<file path="src/padc_params.svh">
// Constants for the pipelined converter digital face: mode codes, bias codes, latency and start-up counts.
// Assumes inclusion by bare name; holds definitions only.
// Notes on behaviour
// - Two mode pins pick active, standby, sleep, off.
// - Only active mode delivers valid words each cycle.
// - Bias pins scale current minus, plus, or typical.
// - Idle modes convert nothing; words marked invalid.
// - Start-up wait after idle, longest from power down.
// - Standby return needs eight cycles before valid.
// - Result is parallel twelve bits, MSB at top.
// - Offset binary: negative full scale zeros, positive ones.
// - Word appears six cycles after its sample.
// - In active mode every falling clock edge takes a new sample.
// - External reference select disables internal references.
`ifndef PADC_PARAMS_SVH
`define PADC_PARAMS_SVH
`define PADC_MODE_ACTIVE   2'h3
`define PADC_MODE_STANDBY  2'h2
`define PADC_MODE_SLEEP    2'h1
`define PADC_MODE_OFF      2'h0
`define PADC_BIAS_LOW      2'h2
`define PADC_BIAS_HIGH     2'h1
`define PADC_BIAS_TYP      2'h3
`define PADC_BIAS_UNDEF    2'h0
`define PADC_LATENCY       6
`define PADC_CLK_MHZ       100
`define PADC_START_STBY_CYC 8
`define PADC_START_SLEEP_US 2
`define PADC_START_OFF_US  1300
`define PADC_START_SLEEP_CYC (`PADC_START_SLEEP_US * `PADC_CLK_MHZ)
`define PADC_START_OFF_CYC (`PADC_START_OFF_US * `PADC_CLK_MHZ)
`endif

</file>
<file path="src/padc_pkg.sv">
// Types shared by the converter digital face.
// Assumes the constants header is compiled alongside.
package padc_pkg;
  typedef enum logic [3:0] {
    PADC_ST_OFF     = 4'h1,
    PADC_ST_IDLE    = 4'h2,
    PADC_ST_WAKE    = 4'h4,
    PADC_ST_ACTIVE  = 4'h8
  } padc_state_e;
  typedef enum logic [1:0] {
    PADC_BIAS_SEL_TYP  = 2'h0,
    PADC_BIAS_SEL_LOW  = 2'h1,
    PADC_BIAS_SEL_HIGH = 2'h2,
    PADC_BIAS_SEL_BAD  = 2'h3
  } padc_bias_e;
  // One output word with its validity flag.
  typedef struct packed {
    logic        valid;
    logic [11:0] data;
  } padc_word_s;
  // Analog-side control levels.
  typedef struct packed {
    logic       core_enable;
    logic       ref_internal_enable;
    padc_bias_e bias;
  } padc_ctrl_s;
endpackage : padc_pkg

</file>
<file path="src/padc_delay_line.sv">
// Fixed-latency word delay line clocked by the converter clock.
// Assumes one clock domain and an already synchronised reset.
`timescale 1ns/100ps
module padc_delay_line #(
  parameter int DEPTH = 6,
  parameter int WIDTH = 13
) (
  // Clock and reset.
  input  wire logic             clock_i,
  input  wire logic             rstn_i,
  // Data.
  input  wire logic [WIDTH-1:0] data_i,
  output logic      [WIDTH-1:0] data_o
);
  typedef struct packed {
    logic [DEPTH-1:0][WIDTH-1:0] stage;
  } padc_dl_s;
  padc_dl_s state;
  padc_dl_s next_state;
  // Shift one stage per cycle so a word leaves DEPTH cycles after entry.
  always_comb begin
    next_state = state;
    next_state.stage[0] = data_i;
    for (int i = 1; i < DEPTH; i++) begin
      next_state.stage[i] = state.stage[i-1];
    end
  end
  // Register the stages.
  always_ff @(posedge clock_i or negedge rstn_i) begin
    if (!rstn_i) begin
      state <= '0;
    end else begin
      state <= next_state;
    end
  end
  assign data_o = state.stage[DEPTH-1];
endmodule : padc_delay_line

</file>
<file path="src/padc_core.sv">
// Digital face of a 12-bit pipelined converter: mode control, start-up wait, bias and reference control,
// sampling and fixed-latency result stream.
// Assumes sample_i arrives from the analog front end already quantised on the core clock.
`timescale 1ns/100ps
`include "padc_params.svh"
module padc_core #(
  parameter int LATENCY     = `PADC_LATENCY,
  parameter int STBY_CYC    = `PADC_START_STBY_CYC,
  parameter int SLEEP_CYC   = `PADC_START_SLEEP_CYC,
  parameter int OFF_CYC     = `PADC_START_OFF_CYC
) (
  // Clock and reset.
  input  wire logic        clock_i,
  input  wire logic        rstn_i,
  // Control pins from the outside party.
  input  wire logic [1:0]  operating_mode_select_i,
  input  wire logic [1:0]  bias_scale_i,
  input  wire logic        external_reference_select_i,
  // Quantised analog value from the front end.
  input  wire logic [11:0] sample_i,
  // Result stream.
  output logic [11:0]      conversion_result_o,
  output logic             result_valid_o,
  // Analog-side control.
  output logic             core_enable_o,
  output logic             ref_internal_enable_o,
  output logic [1:0]       bias_select_o,
  output logic             bias_pattern_error_o,
  output logic             converting_o
);
  // Reset release synchroniser.
  logic rst_meta;
  logic rst_sync;
  always_ff @(posedge clock_i or negedge rstn_i) begin
    if (!rstn_i) begin
      rst_meta <= 1'b0;
      rst_sync <= 1'b0;
    end else begin
      rst_meta <= 1'b1;
      rst_sync <= rst_meta;
    end
  end

  // Pin synchronisers for the control pins.
  logic [4:0] pin_meta;
  logic [4:0] pin_sync;
  always_ff @(posedge clock_i or negedge rstn_i) begin
    if (!rstn_i) begin
      pin_meta <= 5'h00;
      pin_sync <= 5'h00;
    end else begin
      pin_meta <= {external_reference_select_i, bias_scale_i, operating_mode_select_i};
      pin_sync <= pin_meta;
    end
  end
  logic [1:0] mode;
  logic [1:0] bias_pins;
  logic       ext_ref;
  assign mode      = pin_sync[1:0];
  assign bias_pins = pin_sync[3:2];
  assign ext_ref   = pin_sync[4];

  // Start-up wait length depends on the idle mode that was left.
  function automatic logic [31:0] wake_len(input logic [1:0] m);
    case (m)
      `PADC_MODE_STANDBY: wake_len = 32'(STBY_CYC);
      `PADC_MODE_SLEEP:   wake_len = 32'(SLEEP_CYC);
      default:            wake_len = 32'(OFF_CYC);
    endcase
  endfunction

  // Bias pin decode.
  function automatic padc_pkg::padc_bias_e bias_dec(input logic [1:0] b);
    if (b == `PADC_BIAS_LOW) begin
      bias_dec = padc_pkg::PADC_BIAS_SEL_LOW;
    end else if (b == `PADC_BIAS_HIGH) begin
      bias_dec = padc_pkg::PADC_BIAS_SEL_HIGH;
    end else if (b == `PADC_BIAS_TYP) begin
      bias_dec = padc_pkg::PADC_BIAS_SEL_TYP;
    end else begin
      bias_dec = padc_pkg::PADC_BIAS_SEL_BAD;
    end
  endfunction

  typedef struct packed {
    padc_pkg::padc_state_e fsm;
    logic [1:0]            last_idle;
    logic [31:0]           count;
    logic [11:0]           sampled;
    logic                  sampled_valid;
    padc_pkg::padc_ctrl_s  ctrl;
    logic                  bias_err;
  } padc_core_s;
  padc_core_s state;
  padc_core_s next_state;

  // Mode state machine, sampling and analog control.
  always_comb begin
    next_state = state;
    next_state.sampled_valid = 1'b0;
    case (state.fsm)
      padc_pkg::PADC_ST_OFF: begin
        next_state.last_idle = `PADC_MODE_OFF;
        if (mode != `PADC_MODE_OFF) begin
          next_state.fsm = (mode == `PADC_MODE_ACTIVE) ? padc_pkg::PADC_ST_WAKE : padc_pkg::PADC_ST_IDLE;
          next_state.count = wake_len(`PADC_MODE_OFF);
        end
      end
      padc_pkg::PADC_ST_IDLE: begin
        next_state.last_idle = mode;
        if (mode == `PADC_MODE_OFF) begin
          next_state.fsm = padc_pkg::PADC_ST_OFF;
        end else if (mode == `PADC_MODE_ACTIVE) begin
          next_state.fsm = padc_pkg::PADC_ST_WAKE;
          next_state.count = wake_len(state.last_idle);
        end
      end
      padc_pkg::PADC_ST_WAKE: begin
        if (mode != `PADC_MODE_ACTIVE) begin
          next_state.fsm = (mode == `PADC_MODE_OFF) ? padc_pkg::PADC_ST_OFF : padc_pkg::PADC_ST_IDLE;
          next_state.last_idle = mode;
        end else if (state.count <= 32'h00000001) begin
          next_state.fsm = padc_pkg::PADC_ST_ACTIVE;
          next_state.count = 32'h00000000;
        end else begin
          next_state.count = state.count - 32'h00000001;
        end
      end
      padc_pkg::PADC_ST_ACTIVE: begin
        if (mode != `PADC_MODE_ACTIVE) begin
          next_state.fsm = (mode == `PADC_MODE_OFF) ? padc_pkg::PADC_ST_OFF : padc_pkg::PADC_ST_IDLE;
          next_state.last_idle = mode;
        end
      end
      default: begin
        next_state.fsm = padc_pkg::PADC_ST_OFF;
      end
    endcase
    // A sample is taken every cycle in active mode; idle modes convert nothing.
    if (state.fsm == padc_pkg::PADC_ST_ACTIVE && mode == `PADC_MODE_ACTIVE) begin
      next_state.sampled = sample_i;
      next_state.sampled_valid = 1'b1;
    end
    next_state.ctrl.core_enable = (mode == `PADC_MODE_ACTIVE);
    next_state.ctrl.ref_internal_enable = !ext_ref;
    next_state.ctrl.bias = bias_dec(bias_pins);
    next_state.bias_err = (bias_pins == `PADC_BIAS_UNDEF);
  end

  // Sample register runs on the falling edge so each falling edge in active mode starts a conversion.
  always_ff @(negedge clock_i or negedge rst_sync) begin
    if (!rst_sync) begin
      state <= padc_core_s'({padc_pkg::PADC_ST_OFF, 52'h0}); // Off state, every other field cleared.
    end else begin
      state <= next_state;
    end
  end

  // Fixed latency from sample to output word.
  padc_pkg::padc_word_s word_out;
  padc_delay_line #(
    .DEPTH (LATENCY),
    .WIDTH (13)
  ) u_delay (
    .clock_i (clock_i),
    .rstn_i  (rst_sync),
    .data_i  ({state.sampled_valid, state.sampled}),
    .data_o  (word_out)
  );

  // Outputs; invalid words are forced to zero so stale data never leaks.
  assign conversion_result_o   = word_out.valid ? word_out.data : 12'h000;
  assign result_valid_o        = word_out.valid;
  assign core_enable_o         = state.ctrl.core_enable;
  assign ref_internal_enable_o = state.ctrl.ref_internal_enable;
  assign bias_select_o         = state.ctrl.bias;
  assign bias_pattern_error_o  = state.bias_err;
  assign converting_o          = (state.fsm == padc_pkg::PADC_ST_ACTIVE);
endmodule : padc_core

</file>
<file path="config.mk">
export PLATFORM = sky130hd
export DESIGN_NAME = padc_core
export DESIGN_NICKNAME = d
export VERILOG_FILES = /design/src/padc_pkg.sv /design/src/padc_delay_line.sv /design/src/padc_core.sv
export VERILOG_INCLUDE_DIRS = /design/src
export SDC_FILE = /design/constraint.sdc
export NUM_CORES = 1
export LEC_CHECK = 0
export ABC_AREA = 1
export BUFFER_PORTS_ARGS = -buffer_cell sky130_fd_sc_hd__buf_2
export CAP_MARGIN = 40
export CORE_UTILIZATION = 55
export CTS_CLUSTER_SIZE = 12
export DETAILED_ROUTE_END_ITERATION = 8
export HOLD_SLACK_MARGIN = 0.02
export PLACE_DENSITY = 0.71
export SLEW_MARGIN = 20
export SYNTH_ARGS = -nofsm -noshare
export SYNTH_HDL_FRONTEND = slang
export SYNTH_HIERARCHICAL = 1
export SYNTH_SLANG_ARGS = --single-unit
</file>
<file path="constraint.sdc">
create_clock -name clock_i -period 8.7 [get_ports clock_i]
set_input_delay 1.305 -clock clock_i [delete_from_list [all_inputs] [get_ports clock_i]]
set_output_delay 1.305 -clock clock_i [all_outputs]
set_load 0.01 [all_outputs]
</file>
==> key figures, run 1 <==
Outcome
  • Status: complete, no violations

Power and ir drop
  • Fraction of power spent switching nets: 0.3337
  • Fraction of power consumed by sequential logic: 0.441
  • Standby leakage power: between 3 and 4 nW
  • PwrDens: 324.2 nW/um^2
  • Total Power Consumption: between 2 and 2.5 mW
  • Internal power of the cells: 1.396 mW
  • Fraction of power consumed by the clock network: 0.334
  • Reported net switching power: 0.6992 mW
  • Part of the power in combinational logic: 0.225
  • Worst IR Drop VDD: 0.0002354 V

Yosys
  • Number of warning messages in the yosys log: 6
  • Yosys top cell area share: 0.4082
  • Simple-Gate Fraction of Synth Area: 0.2247
  • Adder and majority cell fraction of the synthesized area: 0.01361
  • Xor/xnor cell area share of the yosys netlist: 0.01587
  • Post-Synthesis Cell Area: 5518 um^2
  • Cells after Synth: 549
  • Number of distinct library cells after synthesis: 35
  • Cell type contributing the most total cell area after synthesis: sky130_fd_sc_hd__dfrtp_1
  • Largest family of logic cells by synthesized area: simple AND/OR/NAND/NOR gates
  • Synth Net Count: 574
  • Share of cell area taken by muxes after synthesis: 0
  • Register bit total from synthesis: 146
  • Post-synthesis sequential area ratio: 0.6624
  • Syn_area_per_cell: between 10 and 15 um^2
  • Top cells by area in the synthesized netlist: sky130_fd_sc_hd__dfrtp_1 41%, sky130_fd_sc_hd__dfrtn_1 25%, sky130_fd_sc_hd__nand2_1 9.9%
  • Compound-Gate Fraction of Synth Area: 0.03243

Worst setup path
  • CP arrival: ~5.8 ns
  • Capturing element type of the critical path: primary output
  • Flop2flop setup slack: 2.09 ns
  • Critical-path top delay cell: sky130_fd_sc_hd__dfstp_2
  • Depth of the worst register-to-register path: 10
  • Highest cell delay on the worst timing path: about 0.54 ns
  • Worst setup SP type: register
  • Max FO, Critical Path: 4
  • CP Launch Point: state[52]$_DFFE_NN1P_
  • End of the worst register-to-register path: state[39]$_DFFE_NN0P_
  • FF-to-FF Start: pin_sync[0]$_DFF_PN0_
  • Buffering stage count on the worst path with inverters included: 2
  • CP Class: reg2out
  • Crit path required time: ~7.4 ns
  • Crit-path cells: nor2_2 > nand2_1 > inv_1 > buf_2
  • Depth of the critical timing path with buffers and inverters included: 4
  • Cell family contributing the most delay on the critical path: flip-flops
  • Critical path capture point: converting_o

Timing
  • Number of endpoints with negative hold slack in the final report: 0
  • Maximum clock skew at final layout: 0.07565 ns
  • Final setup violation count: 0
  • Setup TNS after final layout: 0 ns
  • Worst Tran Pin Value: about 0.52 ns
  • Final count of pins violating max slew: 0
  • Slew HR: 0.6512
  • Unrepaired setup endpoints after global routing: no
  • Worst hold margin: 0.3461 ns

Run
  • Total of max-cap violations: 0

Cells and area
  • Post-route insts no fill: 746
  • Nets: 625
  • Antenna cell count: 0
  • Area overhead of the layout relative to synthesis: 17.12%
  • Total non-filler cell area in the finished layout: 6462 um^2
  • Leading cell types in the layout, fill and taps excluded: 146 x sky130_fd_sc_hd__nand2_1, 89 x sky130_fd_sc_hd__dfrtp_1, 81 x sky130_fd_sc_hd__nor2_1
  • Most frequent standard cell in the layout excluding fill and tap cells: sky130_fd_sc_hd__nand2_1
  • Share of layout cells above drive strength 1: 0.1582

Die
  • FP Rows: 36
  • Die Footprint: about 10000 um^2
  • Starting density of the core: 0.5671
  • Floorplan die width: 102.2 um
  • Area of the core: 9729 um^2
  • Chip height: 102.2 um
  • Number of I/O pins: 38

Clock tree
  • Clk root buf: sky130_fd_sc_hd__clkbuf_8
  • Maximum clock insertion buffer count: 2
  • # Post-CTS Setup Buffers: 0
  • Clock slew at the register clock pins of the worst setup and hold paths: 0.06 ns
  • Maximum level of the CTS H-tree: 4
  • Clock latency reported for the late side of the worst-skew pair: 0.53 ns
  • Count of cells resized by post-cts repair: 0
  • Inserted Clock Buffers: 17
  • Total of hold buffers inserted after clock tree synthesis: 0
  • CTS tree: done
  • Clock sinks: 146

Global routing
  • Vias in the first global route: around 3800
  • Antenna violations before repair: 0
  • Largest net degree at the start of global routing: 73
  • First-pass GRT wire length: 17670 um
  • Remaining Overflow, GRT: 0
  • All-Layer GR Usage: 0.2313

Drt
  • Number of iterations in the first detailed-routing pass: 5
  • Residual DRC: 0
  • Count of antenna-violating nets left after detailed routing: 0
  • DR vias: 3722
  • Wirelength, routed: 10320 um
  • Number of DRC violations after detailed-routing iteration 0: ~260
  • Post-detailed-route via-to-cell ratio: 4.989
  • Average wire per standard cell: 13.83 um

Placement
  • Count of buffers from port buffering: 37
  • Placed wire-length estimate: 6405 um
  • Last weighted congestion value of the routability-driven placer: 0.8992
  • Cells after DPL: 712
  • Standard cell area after detailed placement: 5831 um^2

Hold path
  • Worst hold-check path type: reg2reg
logic make-up (layout without fill, tap and decap cells):
logic type	Yosys count	in the layout
xor+xnor	10	10
fa+ha+maj	6	6
other cells	1	1
buf+inv	67	131
simple gates	289	289
compound gates	30	30
flops	146	146
layer usage:
layer  global-route usage  vias to the layer above  share of wire  wire [um]
li1                     -                     1807              -          -
met1               0.2905                     1781           0.44       4549
met2               0.3769                      109           0.50       5160
met3              0.06156                       25          0.039        404
met4               0.1099                        0          0.020        204
met5                    0                        -              0          0
worst min path at each step:
stage | from | to | slack, ns | cells past startpoint
3_5_place_dp | u_delay/next_state[75]$_DFF_PN0_ | u_delay/data_o[10]$_DFF_PN0_ | 0.33 | 0
6_report | u_delay/next_state[55]$_DFF_PN0_ | u_delay/next_state[68]$_DFF_PN0_ | 0.35 | 0
5_1_grt | u_delay/next_state[69]$_DFF_PN0_ | u_delay/data_o[4]$_DFF_PN0_ | 0.35 | 0
4_1_cts | u_delay/next_state[62]$_DFF_PN0_ | u_delay/next_state[75]$_DFF_PN0_ | 0.35 | 0
3_3_place_gp | pin_meta[2]$_DFF_PN0_ | pin_sync[2]$_DFF_PN0_ | 0.33 | 0
2_1_floorplan | pin_meta[0]$_DFF_PN0_ | pin_sync[0]$_DFF_PN0_ | 0.33 | 0
flip-flops by register name (all words and copies together), names as in the netlist:
name	cells
u_delay/next_state	65
state	51
pin_meta	5
pin_sync	5
rst_sync	1
core_enable_o	1
u_delay/data_o	13
ref_internal_enable_o	1
bias_pattern_error_o	1
rst_meta	1
bias_select_o	2
power groups by stage:
stage / clock, mW / combinational [mW] / sequential, mW
2_1_floorplan: 0.00144 / 0.376 / 0.916
3_3_place_gp: 0.00144 / 0.438 / 0.928
3_5_place_dp: 0.00144 / 0.451 / 0.937
4_1_cts: 0.712 / 0.462 / 0.931
5_1_grt: 0.736 / 0.534 / 0.942
6_report: 0.700 / 0.471 / 0.925
through the flow:
stage,setup slack [ns],util
6_report,1.589,0.6642
3_5_place_dp,2.115,0.5993
5_1_grt,1.515,0.6642
2_1_floorplan,0.4372,-
4_1_cts,1.574,0.6586
3_3_place_gp,2.134,0.5993
cells in the mapped netlist, drive strengths merged:
library cell	instances
inv	58
xor2	5
nand3	33
nor3	5
a21oi	7
o211ai	4
dfrtp	90
o22ai	3
buf	8
o21a	1
ha	6
dfrtn	55
nand2	151
nor2	90
and2	1
nand4	8
xnor2	5
clkbuf	1
o21bai	2
nand3b	1
dfstp	1
conb	1
a2bb2oi	2
o21ai	11
area by class of cell:
type / count / area, um^2
flip-flops and latches: 146 / 3659
clock buffers: 20 / 455.4
multi-input cells: 336 / 1585
fillers: 742 / 3267
inverters: 57 / 216.5
clock inverters: 13 / 125.1
well taps: 133 / 166.4
repair buffers: 41 / 255.2
(Power assumes the default switching activity.)
==> run 2, diff against run 1 <==
--- a/config.mk
+++ b/config.mk
@@ -6,7 +6,7 @@
 export SDC_FILE = /design/constraint.sdc
 export NUM_CORES = 1
 export LEC_CHECK = 0
-export ABC_AREA = 1
+export ABC_AREA = 0
 export BUFFER_PORTS_ARGS = -buffer_cell sky130_fd_sc_hd__buf_2
 export CAP_MARGIN = 40
 export CORE_UTILIZATION = 55
==> constraint.sdc (replaced) <==
create_clock -name clock_i -period 7 [get_ports clock_i]
set_input_delay 1.05 -clock clock_i [delete_from_list [all_inputs] [get_ports clock_i]]
set_output_delay 1.05 -clock clock_i [all_outputs]
set_load 0.01 [all_outputs]
==> key figures, run 2 <==
Outcome
  • Status: complete, no violations

Yosys
  • Register bit total from synthesis: roughly 150
  • Cells after Synth: 420
  • Cell type contributing the most total cell area after synthesis: sky130_fd_sc_hd__dfrtp_1
  • Synth Net Count: about 450
  • Number of warning messages in the yosys log: 6
  • Post-synthesis sequential area ratio: 0.6730
  • Async set-reset flop share out of synthesis: 1.000
  • Top cells by area in the synthesized netlist: sky130_fd_sc_hd__dfrtp_1 41%, sky130_fd_sc_hd__dfrtn_1 25%, sky130_fd_sc_hd__mux2_2 2.5%
  • Most used standard cell by instance count after synthesis: sky130_fd_sc_hd__dfrtp_1
  • Post-Synthesis Cell Area: 5430 um^2
  • Most numerous cell types in the synthesized netlist: 90 x sky130_fd_sc_hd__dfrtp_1, 55 x sky130_fd_sc_hd__dfrtn_1, 24 x sky130_fd_sc_hd__nand2_1, 23 x sky130_fd_sc_hd__a21oi_1, 19 x sky130_fd_sc_hd__inv_1
  • EDFF count, synth: 0
  • Number of distinct library cells after synthesis: 61
  • Most used flip-flop cell after synthesis: sky130_fd_sc_hd__dfrtp_1
  • Yosys top cell area share: 0.4147
  • Syn_area_per_cell: 12.93 um^2

Cells and area
  • Share of the core filled with cells in the final layout: 0.6736
  • Share of layout cells above drive strength 1: 0.2245
  • Total non-filler cell area in the finished layout: 6342 um^2
  • Max FFs per register: 65
  • Antenna cell count: 0
  • Leading cell types in the layout, fill and taps excluded: 89 x sky130_fd_sc_hd__dfrtp_1, 55 x sky130_fd_sc_hd__dfrtn_1, 37 x sky130_fd_sc_hd__buf_2
  • Nets: just under 500
  • Most frequent standard cell in the layout excluding fill and tap cells: sky130_fd_sc_hd__dfrtp_1
  • Area overhead of the layout relative to synthesis: 16.80%

Placement
  • Count of buffers from port buffering: 37
  • Last weighted congestion value of the routability-driven placer: around 0.93
  • Standard cell area after detailed placement: between 5000 and 6000 um^2
  • Placed wire-length estimate: 6110 um

Timing
  • Number of endpoints with negative hold slack in the final report: 0
  • Maximum clock skew at final layout: 0.07877 ns
  • Setup TNS after final layout: 0 ns
  • Final count of pins violating max slew: 0
  • Slew HR: 0.5536
  • Final setup violation count: 0
  • Worst hold margin: 0.3441 ns
  • Unrepaired setup endpoints after global routing: no
  • Worst Tran Pin Value: 0.6680 ns

Drt
  • Number of iterations in the first detailed-routing pass: 5
  • Average wire per standard cell: 16.13 um
  • Number of DRC violations after detailed-routing iteration 0: 239
  • Uppermost layer routed: met4
  • Routed length on met3: 567 um
  • Total length of routed met2 wires: between 4000 and 5000 um
  • Post-detailed-route via-to-cell ratio: between 5 and 6
  • DR vias: 3466
  • Wire length on met1: 4105 um
  • Residual DRC: 0
  • Count of antenna-violating nets left after detailed routing: 0
  • Wirelength, routed: 9838 um

Worst setup path
  • Capturing element type of the critical path: primary output
  • Crit-path cells: nor4b_1 > buf_2
  • Highest cell delay on the worst timing path: 0.64 ns
  • Crit path required time: 5.95 ns
  • Worst setup SP type: register
  • Flop2flop setup slack: around 1.1 ns
  • Cell family contributing the most delay on the critical path: flip-flops
  • Max FO, Critical Path: 11
  • CP Class: reg2out
  • Depth of the worst register-to-register path: 8
  • End of the worst register-to-register path: state[44]$_DFFE_NN0P_
  • CP arrival: 5.17 ns
  • FF-to-FF Start: pin_sync[0]$_DFF_PN0_
  • Buffering stage count on the worst path with inverters included: 1
  • Critical-path top delay cell: sky130_fd_sc_hd__dfrtn_1

Clock tree
  • Total of hold buffers inserted after clock tree synthesis: 0
  • Inserted Clock Buffers: 17
  • Count of cells resized by post-cts repair: 0
  • Clk root buf: sky130_fd_sc_hd__clkbuf_8
  • Maximum level of the CTS H-tree: 4
  • Clock sinks: 146
  • Clock latency reported for the late side of the worst-skew pair: 0.52 ns
  • CTS tree: done
  • Maximum clock insertion buffer count: 2
  • # Post-CTS Setup Buffers: 0
  • Clock slew at the register clock pins of the worst setup and hold paths: about 0.070 ns

Die
  • Floorplan die width: 101.4 um
  • Area of the core: 9415 um^2
  • Number of I/O pins: 38
  • Die Footprint: roughly 10000 um^2
  • FP Rows: 35
  • Starting density of the core: 0.5767
  • Chip height: approximately 100 um

Power and ir drop
  • Standby leakage power: 2.854 nW
  • Total Power Consumption: 2.419 mW
  • Worst IR Drop VDD: 0.0002196 V
  • PwrDens: 381.4 nW/um^2

Run
  • Total of max-cap violations: 0

Global routing
  • Largest net degree at the start of global routing: 89
  • Vias in the first global route: around 3400
  • First-pass GRT wire length: 16520 um
  • Antenna violations before repair: 0
  • Remaining Overflow, GRT: 0
  • All-Layer GR Usage: 0.2185

Hold path
  • Worst hold-check path type: reg2async
run 2: changes by cell type in the layout (fill, tap and decap cells not counted), moves of 8 or more:
cell,change
sky130_fd_sc_hd__nand2_1,-122
sky130_fd_sc_hd__nor2_1,-64
sky130_fd_sc_hd__inv_1,-36
sky130_fd_sc_hd__nand3_1,-27
sky130_fd_sc_hd__a21oi_1,+16
sky130_fd_sc_hd__and2_1,+14
sky130_fd_sc_hd__mux2_2,+12
sky130_fd_sc_hd__or4_1,+12
sky130_fd_sc_hd__or3_1,+10
sky130_fd_sc_hd__o2111ai_1,+8
sky130_fd_sc_hd__o31ai_1,+8
run 2: cell type report:
class | count | area (um^2)
fillers | 669 | 3073
multi-input cells | 239 | 1617
well taps | 129 | 161.4
flip-flops and latches | 146 | 3659
clock inverters | 16 | 166.4
clock buffers | 17 | 414.1
inverters | 18 | 67.56
repair buffers | 45 | 257.7
run 2: stage by stage:
stage	instances	setup WS [ns]
floorplan	420	1.177
global placement	575	0.9069
detailed placement	577	1.184
global route	610	0.6652
CTS	609	0.7549
finish	610	0.7836
run 2: worst max path at each step:
stage                               start                    end  slack, ns  cells after the start
finish              state[55]$_DFFE_NN0P_           converting_o       0.78                      2
global placement    pin_sync[0]$_DFF_PN0_  state[21]$_DFFE_NN0P_       0.91                      7
detailed placement  pin_sync[1]$_DFF_PN0_  state[46]$_DFFE_NN0P_       1.18                      8
CTS                 state[55]$_DFFE_NN0P_           converting_o       0.75                      2
floorplan           pin_sync[0]$_DFF_PN0_  state[21]$_DFFE_NN0P_       1.18                      9
global route        state[55]$_DFFE_NN0P_           converting_o       0.67                      2
run 2: cells by family after synthesis:
family	after synthesis	share of synthesized area
xor+xnor	6	0.009677
compound gates	85	0.1097
flops	146	0.6730
other cells	1	0.0006906
fa+ha+maj	6	0.01382
mux	14	0.02857
simple gates	127	0.1353
buf+inv	35	0.02926
run 2: worst reg2reg max path, stage by stage (launching register included):
cell,delay (ns)
sky130_fd_sc_hd__dfrtp_1,0.37
sky130_fd_sc_hd__inv_1,0.07
sky130_fd_sc_hd__ha_1,0.28
sky130_fd_sc_hd__nor3b_1,0.27
sky130_fd_sc_hd__o21a_1,0.26
sky130_fd_sc_hd__o2111ai_1,0.25
sky130_fd_sc_hd__buf_4,0.27
sky130_fd_sc_hd__or4_1,0.48
sky130_fd_sc_hd__a21oi_1,0.15
run 2: routing by layer:
layer  vias to the layer above  global-route usage
met5                         -                   0
met4                         0             0.09476
met3                        17             0.05452
met2                       144              0.3647
met1                      1713              0.2731
li1                       1592                   -
run 2: where the power goes:
| part | internal (mW) | switching, mW |
|---|---|---|
| logic | 0.203 | 0.332 |
| clock network | 0.460 | 0.390 |
| registers | 0.939 | 0.0946 |
